[src/verilog/dpts_pkg.sv]
package dpts_pkg;

    // ============================================================
    // Timing
    // ============================================================
    localparam int CLK_NS     = 10;
    localparam int T_SETUP_NS = 10;
    localparam int T_WP_NS    = 40;
    localparam int T_ACC_NS   = 55;
    localparam int T_GAP_NS   = 20;

    // Least times, rounded up to whole cycles
    localparam logic [3:0] SETUP_CYC = 4'((T_SETUP_NS + CLK_NS - 1) / CLK_NS);
    localparam logic [3:0] WP_CYC    = 4'((T_WP_NS + CLK_NS - 1) / CLK_NS);
    localparam logic [3:0] ACC_CYC   = 4'((T_ACC_NS + CLK_NS - 1) / CLK_NS);
    localparam logic [3:0] GAP_CYC   = 4'((T_GAP_NS + CLK_NS - 1) / CLK_NS);
    localparam logic [3:0] CNT_ONE   = 4'h1;

    // ============================================================
    // Token space
    // ============================================================
    localparam int         NUM_FLAGS = 8;
    localparam logic [2:0] LAST_IDX  = 3'h7;
    localparam logic [2:0] IDX_ONE   = 3'h1;
    localparam logic [2:0] IDX_ZERO  = 3'h0;
    localparam logic [7:0] DATA_ZERO = 8'h00;

    // ============================================================
    // Types
    // ============================================================
    typedef enum logic [1:0] {
        OP_INIT    = 2'b00,
        OP_CLAIM   = 2'b01,
        OP_RELEASE = 2'b10,
        OP_READ    = 2'b11
    } dpts_op_type;

    typedef enum logic [1:0] {
        PEND_NONE  = 2'b00,
        PEND_READ  = 2'b01,
        PEND_WRITE = 2'b10
    } dpts_pend_type;

    typedef enum logic [2:0] {
        ST_IDLE   = 3'b000,
        ST_WSETUP = 3'b001,
        ST_WPULSE = 3'b010,
        ST_WHOLD  = 3'b011,
        ST_RACC   = 3'b100,
        ST_GAP    = 3'b101
    } dpts_state_type;

    typedef struct packed {
        logic        valid;
        dpts_op_type op;
        logic [2:0]  idx;
        logic        persist;
    } dpts_cmd_type;

    typedef struct packed {
        logic       sel_n;
        logic       ce_n;
        logic       rw_n;
        logic       oe_n;
        logic [2:0] addr;
        logic [7:0] wdata;
        logic       data_oe;
    } dpts_pins_type;

    typedef struct packed {
        logic done;
        logic granted;
        logic flag;
    } dpts_rsp_type;

    localparam dpts_pins_type PINS_IDLE = '{
        sel_n: 1'b1, ce_n: 1'b1, rw_n: 1'b1, oe_n: 1'b1,
        addr: 3'h0, wdata: 8'h00, data_oe: 1'b0
    };

    localparam dpts_rsp_type RSP_IDLE = '{done: 1'b0, granted: 1'b0, flag: 1'b1};

endpackage : dpts_pkg

[src/verilog/dpts_host.sv]
// Functional notes
// Device holds eight independent token flags
// Zero claims a token, one releases it
// Select low, then ordinary SRAM access
// Only three low address bits pick flag
// Device samples only data bit zero
// Zero on free flag: ours zero, theirs one
// Owned flag changes only from owning side
// Owner writing one frees flag for both
// Other side's zero waits in request latch
// Pending request takes over on owner release
// Read spreads flag over all data bits
// Read value latched while select and enable
// Deassert select or enable between polls
// Write zero first, then read back
// Failed claim: keep reading or withdraw
// Simultaneous claims grant exactly one side
// Earlier request wins the token
// Same-instant requests resolved arbitrarily
// Software writes one to every flag at start
// Array enable held high during flag access
`timescale 1ns/1ps

module dpts_host (
    // Clock and reset
    input  wire logic                    ref_clk,
    input  wire logic                    rst_n,
    // User command side
    input  wire dpts_pkg::dpts_cmd_type  cmd,
    input  wire logic                    cancel,
    output logic                         ready,
    output dpts_pkg::dpts_rsp_type       rsp,
    // Device port pins
    output dpts_pkg::dpts_pins_type      pins,
    input  wire logic [7:0]              data_i
);
    import dpts_pkg::*;

    // ============================================================
    // State
    // ============================================================
    dpts_state_type state_r,   state_nxt;
    dpts_op_type    op_r,      op_nxt;
    dpts_pend_type  pend_r,    pend_nxt;
    dpts_pins_type  pins_r,    pins_nxt;
    dpts_rsp_type   rsp_r,     rsp_nxt;
    logic [3:0]     cnt_r,     cnt_nxt;
    logic [2:0]     idx_r,     idx_nxt;
    logic           persist_r, persist_nxt;
    logic           wval_r,    wval_nxt;
    logic           ready_r,   ready_nxt;

    // ============================================================
    // Pin helpers
    // ============================================================
    // SRAM-style token access
    function automatic dpts_pins_type write_pins(input logic [2:0] a, input logic v);
        dpts_pins_type p;
        p         = PINS_IDLE;
        p.sel_n   = 1'b0;
        // Array enable stays high
        p.ce_n    = 1'b1;
        p.addr    = a;
        // Value on every bit
        p.wdata   = {8{v}};
        p.data_oe = 1'b1;
        return p;
    endfunction : write_pins

    function automatic dpts_pins_type read_pins(input logic [2:0] a);
        dpts_pins_type p;
        p       = PINS_IDLE;
        p.sel_n = 1'b0;
        p.oe_n  = 1'b0;
        p.addr  = a;
        return p;
    endfunction : read_pins

    // ============================================================
    // Sequencer
    // ============================================================
    always_comb begin
        state_nxt   = state_r;
        op_nxt      = op_r;
        pend_nxt    = pend_r;
        pins_nxt    = pins_r;
        rsp_nxt     = rsp_r;
        cnt_nxt     = cnt_r;
        idx_nxt     = idx_r;
        persist_nxt = persist_r;
        wval_nxt    = wval_r;
        ready_nxt   = ready_r;
        rsp_nxt.done = 1'b0;
        if (cnt_r > CNT_ONE) begin
            cnt_nxt = cnt_r - CNT_ONE;
        end
        case (state_r)
            ST_IDLE: begin
                if (cmd.valid && ready_r) begin
                    ready_nxt       = 1'b0;
                    op_nxt          = cmd.op;
                    persist_nxt     = cmd.persist;
                    rsp_nxt.granted = 1'b0;
                    // Init walks all flags
                    idx_nxt = (cmd.op == OP_INIT) ? IDX_ZERO : cmd.idx;
                    if (cmd.op == OP_READ) begin
                        pins_nxt  = read_pins(cmd.idx);
                        cnt_nxt   = ACC_CYC;
                        state_nxt = ST_RACC;
                    end else begin
                        // Claim starts with a write
                        wval_nxt  = (cmd.op != OP_CLAIM);
                        pins_nxt  = write_pins((cmd.op == OP_INIT) ? IDX_ZERO : cmd.idx,
                                               cmd.op != OP_CLAIM);
                        cnt_nxt   = SETUP_CYC;
                        state_nxt = ST_WSETUP;
                    end
                end
            end
            ST_WSETUP: begin
                if (cnt_r == CNT_ONE) begin
                    pins_nxt.rw_n = 1'b0;
                    cnt_nxt       = WP_CYC;
                    state_nxt     = ST_WPULSE;
                end
            end
            ST_WPULSE: begin
                if (cnt_r == CNT_ONE) begin
                    pins_nxt.rw_n = 1'b1;
                    cnt_nxt       = SETUP_CYC;
                    state_nxt     = ST_WHOLD;
                end
            end
            ST_WHOLD: begin
                if (cnt_r == CNT_ONE) begin
                    pins_nxt  = PINS_IDLE;
                    cnt_nxt   = GAP_CYC;
                    state_nxt = ST_GAP;
                    if (op_r == OP_CLAIM && !wval_r) begin
                        // Read back to confirm
                        pend_nxt = PEND_READ;
                    end else if (op_r == OP_INIT && idx_r != LAST_IDX) begin
                        // Next flag of the init walk
                        idx_nxt  = idx_r + IDX_ONE;
                        pend_nxt = PEND_WRITE;
                    end else begin
                        pend_nxt = PEND_NONE;
                    end
                end
            end
            ST_RACC: begin
                if (cnt_r == CNT_ONE) begin
                    // Drop select and enable after each read
                    pins_nxt     = PINS_IDLE;
                    cnt_nxt      = GAP_CYC;
                    state_nxt    = ST_GAP;
                    pend_nxt     = PEND_NONE;
                    // All bits equal, bit zero taken
                    rsp_nxt.flag = data_i[0];
                    if (op_r == OP_CLAIM) begin
                        if (!data_i[0]) begin
                            // Zero here means ours
                            rsp_nxt.granted = 1'b1;
                        end else if (persist_r && !cancel) begin
                            // Keep polling, request stays latched
                            pend_nxt = PEND_READ;
                        end else begin
                            // Withdraw so nothing hangs
                            wval_nxt = 1'b1;
                            pend_nxt = PEND_WRITE;
                        end
                    end
                end
            end
            ST_GAP: begin
                if (cnt_r == CNT_ONE) begin
                    case (pend_r)
                        PEND_READ: begin
                            pins_nxt  = read_pins(idx_r);
                            cnt_nxt   = ACC_CYC;
                            state_nxt = ST_RACC;
                        end
                        PEND_WRITE: begin
                            pins_nxt  = write_pins(idx_r, wval_r);
                            cnt_nxt   = SETUP_CYC;
                            state_nxt = ST_WSETUP;
                        end
                        default: begin
                            rsp_nxt.done = 1'b1;
                            ready_nxt    = 1'b1;
                            state_nxt    = ST_IDLE;
                        end
                    endcase
                end
            end
            default: begin
                pins_nxt  = PINS_IDLE;
                ready_nxt = 1'b1;
                state_nxt = ST_IDLE;
            end
        endcase
    end

    always_ff @(posedge ref_clk) begin
        if (!rst_n) begin
            state_r   <= ST_IDLE;
            op_r      <= OP_READ;
            pend_r    <= PEND_NONE;
            pins_r    <= PINS_IDLE;
            rsp_r     <= RSP_IDLE;
            cnt_r     <= CNT_ONE;
            idx_r     <= IDX_ZERO;
            persist_r <= 1'b0;
            wval_r    <= 1'b1;
            ready_r   <= 1'b1;
        end else begin
            state_r   <= state_nxt;
            op_r      <= op_nxt;
            pend_r    <= pend_nxt;
            pins_r    <= pins_nxt;
            rsp_r     <= rsp_nxt;
            cnt_r     <= cnt_nxt;
            idx_r     <= idx_nxt;
            persist_r <= persist_nxt;
            wval_r    <= wval_nxt;
            ready_r   <= ready_nxt;
        end
    end

    assign ready = ready_r;
    assign rsp   = rsp_r;
    assign pins  = pins_r;

endmodule : dpts_host

[config.mk]
export PLATFORM = sky130hd
export DESIGN_NAME = dpts_host
export DESIGN_NICKNAME = d
export VERILOG_FILES = /design/src/verilog/dpts_pkg.sv /design/src/verilog/dpts_host.sv
export SDC_FILE = /design/constraint.sdc
export NUM_CORES = 1
export LEC_CHECK = 0
export ABC_CLOCK_PERIOD_IN_PS = 4100
export BUFFER_PORTS_ARGS = -buffer_cell sky130_fd_sc_hd__buf_2
export CORE_MARGIN = 5
export CORE_UTILIZATION = 45
export DETAILED_ROUTE_END_ITERATION = 10
export GPL_TIMING_DRIVEN = 0
export HOLD_SLACK_MARGIN = 0.1
export PLACE_DENSITY = 0.67
export SETUP_SLACK_MARGIN = 0.15
export SLEW_MARGIN = 20
export SYNTH_ARGS = -nofsm -noshare
export SYNTH_HDL_FRONTEND = slang
export SYNTH_SLANG_ARGS = --single-unit
[constraint.sdc]
create_clock -name ref_clk -period 4.1 [get_ports ref_clk]
set_input_delay 0.41 -clock ref_clk [delete_from_list [all_inputs] [get_ports ref_clk]]
set_output_delay 0.41 -clock ref_clk [all_outputs]
set_load 0.03 [all_outputs]
==> results of run 1 <==
Yosys cell counts (3+ instances only):
library cell / count
a211oi_1: 3
a21oi_1: 12
buf_2: 3
buf_4: 12
clkbuf_1: 10
dfxtp_1: 28
ha_1: 6
inv_1: 9
mux2i_1: 7
nand2_1: 30
nand2b_1: 5
nand3_1: 5
nor2_1: 14
nor3_1: 3
nor3b_2: 3
nor4_1: 3
o211a_1: 3
o21ai_0: 12
o221ai_1: 4
or3_1: 6
state kept, by name, summed over array words and instances (netlist names):
register   count
pins           8
state_r        3
pend_r         2
cnt_r          4
op_r           2
ready          1
wval_r         1
idx_r          3
rsp            3
persist_r      1
worst max-delay path by stage:
stage | startpoint | end | depth (start not counted)
2_1_floorplan | cnt_r[1]$_SDFF_PN0_ | pins[12]$_SDFFE_PN1P_ | 6
3_3_place_gp | cnt_r[0]$_SDFF_PN1_ | wval_r$_SDFFE_PN1P_ | 5
3_5_place_dp | cnt_r[1]$_SDFF_PN0_ | pins[12]$_SDFFE_PN1P_ | 6
4_1_cts | cnt_r[0]$_SDFF_PN1_ | wval_r$_SDFFE_PN1P_ | 5
5_1_grt | cnt_r[0]$_SDFF_PN1_ | wval_r$_SDFFE_PN1P_ | 5
6_report | cnt_r[0]$_SDFF_PN1_ | wval_r$_SDFFE_PN1P_ | 5
routing by layer:
metal	GRT usage (%)	vias to the layer above	wire [µm]
li1	-	908	-
met1	26.1	819	2240
met2	27.2	71	2090
met3	2.14	5	385
met4	5.83	0	62
met5	0	-	0
worst max-delay path: cells and delay by family (launching register included):
| kind | cells | cell delay, ps |
|---|---|---|
| adder cells (fa/ha/maj) | 1 | 300 |
| flip-flops | 1 | 410 |
| AO/OA/AOI/OAI | 1 | 370 |
| multiplexers | 1 | 210 |
| AND/OR/NAND/NOR | 2 | 750 |
power by group through the flow:
stage	clock (µW)	combinational, µW	sequential, µW
final	231	992	411
after CTS	233	988	411
after detailed placement	0	984	416
after global routing	242	1090	425
after global placement	0	981	414
after floorplan	0	719	467
final cells by class:
| cell class | count | area (µm²) | area share, % |
|---|---|---|---|
| plain buffers | 27 | 165 | 7.55 |
| clock buffers | 3 | 41.3 | 1.89 |
| clock inverters | 1 | 30.0 | 1.37 |
| inverters | 9 | 33.8 | 1.54 |
| multi-input cells | 169 | 1160 | 53.0 |
| flip-flops and latches | 28 | 561 | 25.6 |
| well taps | 50 | 62.6 | 2.86 |
| repair buffers | 27 | 135 | 6.18 |
stage by stage:
stage	util (%)	instance area [µm²]	hold slack, ps	total power (µW)
after floorplan	-	1920	446	1190
after global placement	52.1	2120	444	1390
after detailed placement	52.1	2120	450	1400
after CTS	53.9	2190	351	1630
after global routing	53.9	2190	374	1760
final	53.9	2190	351	1630
logic make-up after synthesis:
| logic type | Yosys count | share of synthesized area, % |
|---|---|---|
| other cells | 1 | 0.196 |
| fa+ha+maj | 6 | 3.91 |
| flops | 28 | 29.2 |
| xor+xnor | 1 | 0.457 |
| buf+inv | 36 | 10.4 |
| compound gates | 64 | 25.4 |
| simple gates | 89 | 26.0 |
| mux | 8 | 4.44 |
==> results.tsv, run 1 <==
stage	metric	value	unit
critical_path	critPathLaunchType	flop	
place	hpwl	3460	µm
logic_synthesis	synth_top_area_share	29.2	%
critical_path	cp.arrival	2340	ps
floorplanning	num_rows	23	
hold_path	hold_depth	3	
final_layout	drive_gt1_share	21.6	%
clock_tree	cts_max_path_buffers	2	
grt	grt.overflow.total	0	
sta	fin_crit	2110	ps
power_and_ir_drop	p_sw_share	46.1	%
final_layout	diodes	0	
clock_tree	post_cts_resize_count	0	
grt	grt_max_degree	17	
logic_synthesis	synth_area_per_cell	8.23	µm²
critical_path	cp_cell_sequence	ha_1 -> nor3b_2 -> nand3_1 -> a221oi_2 -> mux2i_1	
power_and_ir_drop	pwr-share-comb	60.7	%
logic_synthesis	synth_fp_nets	257	
sta	rsz0062_at_grt	false	
sta	final.setup.tns	0	ps
drt	route.final.wire_length	4780	µm
sta	maxSlewHeadroom	53.2	%
final_layout	nets	289	
sta	final_hold_viol_count	0	
grt	first_global_vias	1588	
clock_tree	insertion_delay	290	ps
logic_synthesis	synth_warnings	0	
grt	grt_usage	17.9	%
logic_synthesis	synth-edff-count	0	
logic_synthesis	synth-seq-cells	28	
drt	dr.pass1.iters	4	
logic_synthesis	synth_area	0.00192	mm²
grt	grt_pass1_wl	7840	µm
power_and_ir_drop	p_switching	753	µW
clock_tree	cts_tree	done	
final_layout	area_growth	14.0	%
floorplanning	core_area	0.00406	mm²
grt	antenna_found_initial	0	
floorplanning	dieArea	0.00567	mm²
clock_tree	cts.sinks	28	
sta	max_freq	474	MHz
power_and_ir_drop	intPower	881	µW
clock_tree	cts-root-buf	clkbuf_8	
floorplanning	die_h	75.3	µm
final_layout	instances_no_fill	314	
logic_synthesis	ys.flop_type	dfxtp_1	
critical_path	cpPeakStageDelay	530	ps
floorplanning	die_x	75.3	µm
logic_synthesis	ys_types	61	
power_and_ir_drop	seq_power_share	25.1	%
floorplanning	start_util	47.3	%
drt	wl_per_cell	15.2	µm
hold_path	holdPathEnd	persist_r$_SDFFE_PN0P_	
place	port_buffers	27	
logic_synthesis	synth_area_leaders	dfxtp_1 (29%), nand2_1 (5.9%), buf_4 (4.7%), ha_1 (3.9%), mux2i_1 (3.7%)	
critical_path	rr_startpoint	cnt_r[0]$_SDFF_PN1_	
drt	viasPerCell	5.74	
sta	slew_viol_final	0	
place	gp_congestion	0.852	
power_and_ir_drop	p_leak	0.000965	µW
clock_tree	cts_buffers	3	
critical_path	required	4330	ps
logic_synthesis	ys_async_sr_fraction	0	%
critical_path	reg2reg_to	wval_r$_SDFFE_PN1P_	
clock_tree	htree_levels	1	
power_and_ir_drop	power.density	747	mW/mm²
clock_tree	hold_buffers	0	
drt	drc	0	
logic_synthesis	ys_seq_area_share	29.2	%
place	place_inst	310	
critical_path	cp_max_fo	9	
floorplanning	pin_count	38	
logic_synthesis	syn_inst	233	
sta	worst_pin_slew	697	ps
sta	setup_viol	0	
clock_tree	clk_pin_slew	110	ps
place	dp_slack	2040	ps
power_and_ir_drop	pwr-share-clk	14.1	%
sta	timing.final.crit_share	51.5	%
sta	worst_slack	1990	ps
final_layout	nFillCells	392	
final_layout	most-common-layout-cells	buf_2 (30), nand2_1 (30), dfxtp_1 (28), nor2_1 (14)	
power_and_ir_drop	ir_worst_vdd	322	µV
critical_path	cp_slowest_cell	nor3b_2	
clock_tree	post_cts_buffers	0	
sta	fin_worst_skew	4.79	ps
critical_path	critPathCaptureType	flop	
hold_path	hp-class	primary input to flop	
drt	postRouteAntennaNets	0	
critical_path	ff2ff_setup_slack	1990	ps
critical_path	reg2reg_depth	5	
drt	drt_iter0_drc	149	
hold_path	min-delay-start	cmd[0]	
drt	vias	1803	
job	maxCapViolCount	0	
outcome	status	finished clean	
logic_synthesis	yosys.area.top_type	dfxtp_1	
critical_path	crit_type	flop to flop	
Power figures use the tool's default switching activity.
==> inputs of run 2 (changes only) <==
--- a/config.mk
+++ b/config.mk
@@ -5,14 +5,15 @@
 export SDC_FILE = /design/constraint.sdc
 export NUM_CORES = 1
 export LEC_CHECK = 0
-export ABC_CLOCK_PERIOD_IN_PS = 4100
+export ABC_AREA = 1
+export ABC_CLOCK_PERIOD_IN_PS = 1700
 export BUFFER_PORTS_ARGS = -buffer_cell sky130_fd_sc_hd__buf_2
 export CORE_MARGIN = 5
 export CORE_UTILIZATION = 45
 export DETAILED_ROUTE_END_ITERATION = 10
 export GPL_TIMING_DRIVEN = 0
 export HOLD_SLACK_MARGIN = 0.1
-export PLACE_DENSITY = 0.67
+export PLACE_DENSITY = 0.7
 export SETUP_SLACK_MARGIN = 0.15
 export SLEW_MARGIN = 20
 export SYNTH_ARGS = -nofsm -noshare
==> constraint.sdc (replaced) <==
create_clock -name ref_clk -period 1.7 [get_ports ref_clk]
set_input_delay 0.17 -clock ref_clk [delete_from_list [all_inputs] [get_ports ref_clk]]
set_output_delay 0.17 -clock ref_clk [all_outputs]
set_load 0.03 [all_outputs]
==> run 2 against run 1 <==
  * Sequential power rose to 2.6 times the previous value
  * Register-to-register slack got worse by 1700 ps
  * Setup slack got worse by 1700 ps
  * Total power rose to 2.6 times the previous value
  * Clock power rose by 81%
  * Cell count rose by 19%
  * Sequential share of layout area rose by 0.079 points
  * Sequential cell count did not move
==> results.tsv, run 2 <==
stage	metric	value	unit	change
outcome	status	finished clean		unchanged
logic_synthesis	synth_commonest_cells	nand2_1 (72), nor2_1 (39), inv_1 (34)		was nand2_1 (30), dfxtp_1 (28), nor2_1 (14)
logic_synthesis	synth-seq-cells	28		unchanged
drt	wl_per_cell	11.5	µm	was 15.2 µm
critical_path	reg2reg_to	idx_r[1]$_SDFFE_PN0P_		was wval_r$_SDFFE_PN1P_
critical_path	rr_startpoint	idx_r[0]$_SDFFE_PN0P_		was cnt_r[0]$_SDFF_PN1_
floorplanning	num_rows	23		unchanged
final_layout	layout_commonest_cell	nand2_1		
sta	rsz0062_at_grt	true		was false
floorplanning	die_h	74.4	µm	was 75.3 µm
drt	dr_wl_met3	139	µm	was 385 µm
logic_synthesis	yosysMostFrequentCell	nand2_1		unchanged
final_layout	multiInputGateArea	0.00112	mm²	was 0.00116 mm²
critical_path	required	1880	ps	was 4330 ps
power_and_ir_drop	p_leak	0.00116	µW	was 0.000965 µW
final_layout	nFillCells	407		was 392
final_layout	drive_gt1_share	28.3	%	was 21.6%
grt	grt_usage	17.1	%	was 17.9%
floorplanning	dieArea	0.00554	mm²	was 0.00567 mm²
sta	worst_pin_slew	553	ps	was 697 ps
drt	drt-met1-wl	2030	µm	was 2240 µm
final_layout	area_growth	18.3	%	was 14.0%
place	place_inst	368		was 310
logic_synthesis	synth_area_leaders	dfxtp_1 (30%), nand2_1 (14%), nor2_1 (7.8%), inv_1 (6.8%), nand3_1 (5.9%)		was dfxtp_1 (29%), nand2_1 (5.9%), buf_4 (4.7%), ha_1 (3.9%), mux2i_1 (3.7%)
drt	dr_wl_met2	2080	µm	was 2090 µm
logic_synthesis	synth_fp_nets	313		was 257
logic_synthesis	ys_seq_area_share	30.0	%	was 29.2%
sta	setup_viol	0		unchanged
logic_synthesis	syn_inst	289		was 233
drt	viasPerCell	4.97		was 5.74
critical_path	cp.arrival	1600	ps	was 2340 ps
sta	fin_worst_skew	9.35	ps	was 4.79 ps
critical_path	cpPeakStageDelay	350	ps	was 530 ps
clock_tree	cts_tree	done		unchanged
hold_path	hold_depth	3		unchanged
logic_synthesis	synth_top_area_share	30.0	%	was 29.2%
logic_synthesis	synth_area	0.00187	mm²	was 0.00192 mm²
floorplanning	start_util	46.7	%	was 47.3%
final_layout	instances_no_fill	375		was 314
grt	first_global_vias	1707		was 1,588
logic_synthesis	synth-edff-count	0		unchanged
hold_path	min-delay-start	cmd[0]		unchanged
drt	vias	1863		was 1,803
drt	drc	0		unchanged
final_layout	diodes	0		unchanged
place	port_buffers	29		was 27
logic_synthesis	ys.flop_type	dfxtp_1		unchanged
sta	slew_viol_final	0		unchanged
place	gp_congestion	0.855		was 0.852
power_and_ir_drop	ir_worst_vdd	832	µV	was 322 µV
final_layout	most-common-layout-cells	nand2_1 (69), nor2_1 (36), inv_1 (33), buf_2 (30)		was buf_2 (30), nand2_1 (30), dfxtp_1 (28), nor2_1 (14)
logic_synthesis	synth_area_per_cell	6.46	µm²	was 8.23 µm²
critical_path	cp_num_buf_inv	0		unchanged
sta	maxSlewHeadroom	63.1	%	was 53.2%
logic_synthesis	yosys.area.top_type	dfxtp_1		unchanged
grt	antenna_found_initial	0		unchanged
clock_tree	cts.sinks	28		unchanged
drt	dr.pass1.iters	4		unchanged
drt	route.final.wire_length	4310	µm	was 4780 µm
clock_tree	htree_levels	1		unchanged
floorplanning	die_x	74.4	µm	was 75.3 µm
clock_tree	cts_buffers	3		unchanged
clock_tree	clk_pin_slew	100	ps	was 110 ps
sta	final_hold_viol_count	0		unchanged
logic_synthesis	synth_warnings	0		unchanged
drt	routed.top_layer	met4		unchanged
clock_tree	hold_buffers	0		unchanged
critical_path	ff2ff_setup_slack	280	ps	was 1990 ps
logic_synthesis	ys_async_sr_fraction	0	%	unchanged
sta	timing.final.crit_share	83.6	%	was 51.5%
sta	final.setup.tns	0	ps	unchanged
logic_synthesis	ys_types	31		was 61
grt	grt.overflow.total	0		unchanged
hold_path	hp-class	primary input to flop		unchanged
power_and_ir_drop	power.density	1950	mW/mm²	was 747 mW/mm²
floorplanning	core_area	0.00400	mm²	was 0.00406 mm²
critical_path	crit_type	flop to flop		unchanged
critical_path	reg2reg_depth	8		was 5
critical_path	cp_cell_sequence	ha_1 -> ha_1 -> nor3_2 -> nand4_1 -> nand2_2 -> nand2_1 -> nand2_1 -> nor2_1		was ha_1 -> nor3b_2 -> nand3_1 -> a221oi_2 -> mux2i_1
final_layout	seq_area	568	µm²	was 561 µm²
critical_path	cp_max_fo	5		was 9
hold_path	holdPathEnd	persist_r$_SDFFE_PN0P_		unchanged
job	maxCapViolCount	0		unchanged
sta	max_freq	704	MHz	was 474 MHz
floorplanning	pin_count	38		unchanged
drt	postRouteAntennaNets	0		unchanged
grt	grt_max_degree	16		was 17
critical_path	cp_slowest_cell	dfxtp_1		was nor3b_2
clock_tree	insertion_delay	280	ps	was 290 ps
sta	fin_crit	1420	ps	was 2110 ps
power_and_ir_drop	fin_total_pwr	4310	µW	was 1630 µW
place	hpwl	3390	µm	was 3460 µm
critical_path	critPathLaunchType	flop		unchanged
final_layout	nets	350		was 289
critical_path	path_delay_family	simple AND/OR/NAND/NOR gates		unchanged
final_layout	largest_register_ffs	8		unchanged
drt	drt_iter0_drc	99		was 149
grt	grt_pass1_wl	7430	µm	was 7840 µm
clock_tree	cts_max_path_buffers	2		unchanged
critical_path	critPathCaptureType	flop		unchanged
clock_tree	cts-root-buf	clkbuf_8		unchanged
[run 2: cell count changes in the layout (fill, tap and decap cells not counted), sizes merged, moves of 3 or more]
cell,before,now
or3,6,0
a211oi,3,0
nor2,15,44
o221ai,4,0
nand2,30,83
o211a,3,0
mux2i,7,0
nand3,5,27
a21oi,12,16
nand2b,5,0
nor4,3,0
o21ai,13,19
inv,9,40
clkbuf,13,6
[run 2: worst max-delay path by stage]
stage                           from               endpoint  slack [ps]  cells past startpoint
4_1_cts          cnt_r[1]$_SDFF_PN0_  pins[12]$_SDFFE_PN1P_         150                      8
5_1_grt          cnt_r[1]$_SDFF_PN0_  pins[12]$_SDFFE_PN1P_         150                      9
3_5_place_dp     cnt_r[1]$_SDFF_PN0_    cnt_r[1]$_SDFF_PN0_         140                     11
2_1_floorplan    cnt_r[1]$_SDFF_PN0_    cnt_r[1]$_SDFF_PN0_         340                     11
6_report       idx_r[0]$_SDFFE_PN0P_  idx_r[1]$_SDFFE_PN0P_         280                      8
3_3_place_gp     cnt_r[1]$_SDFF_PN0_    cnt_r[1]$_SDFF_PN0_         150                     11
[run 2: stage by stage]
step / setup WS [ps] / util [%] / cell area (µm²) / hold WS, ps
final: 280 / 55.2 / 2210 / 164
after global routing: 151 / 55.2 / 2210 / 186
after CTS: 154 / 53.5 / 2140 / 165
after detailed placement: 139 / 51.9 / 2080 / 439
after global placement: 153 / 51.9 / 2080 / 435
after floorplan: 341 / - / 1870 / 283
[run 2: final cells by class]
type,count,area share [%]
Sequential cell,28,25.7
Buffer,12,4.08
Inverter,40,6.80
Timing Repair Buffer,32,7.47
Multi-Input combinational cell,209,50.6
Clock buffer,4,2.49
Tap cell,50,2.83
[run 2: kinds of logic (layout without fill, tap and decap cells)]
group / Yosys count / after routing / synth area share, %
AND/OR/NAND/NOR: 163 / 163 / 42.1
buffers and inverters: 52 / 88 / 12.3
AO/OA/AOI/OAI: 38 / 38 / 10.9
flip-flops: 28 / 28 / 30.0
adder cells (fa/ha/maj): 6 / 6 / 4.02
other: 1 / 1 / 0.201
XOR/XNOR: 1 / 1 / 0.469
[run 2: power by group]
part	internal, µW	switching (µW)
combinational	983	1840
clock	208	211
sequential	892	175
[run 2: worst register-to-register path, cell delays in order, from the launching register on]
cell and delay [ps]:
dfxtp_1 350, ha_1 200, ha_1 190, nor3_2 150, nand4_1 150, nand2_2 130
nand2_1 60, nand2_1 50, nor2_1 40
[run 2: repair_timing]
action / CTS / global route
buffers inserted: 0 / 2
endpoints found under the setup margin: 8 / 24
resized for setup: 3 / 20
gates cloned: 0 / 1
hold endpoints to repair: 0 / 0
pin swaps: 0 / 4
[run 2: routing by layer]
metal	vias to the layer above	track usage [%]
li1	980	-
met1	856	22.7
met2	23	29.3
met3	4	1.62
met4	0	5.34
met5	-	0
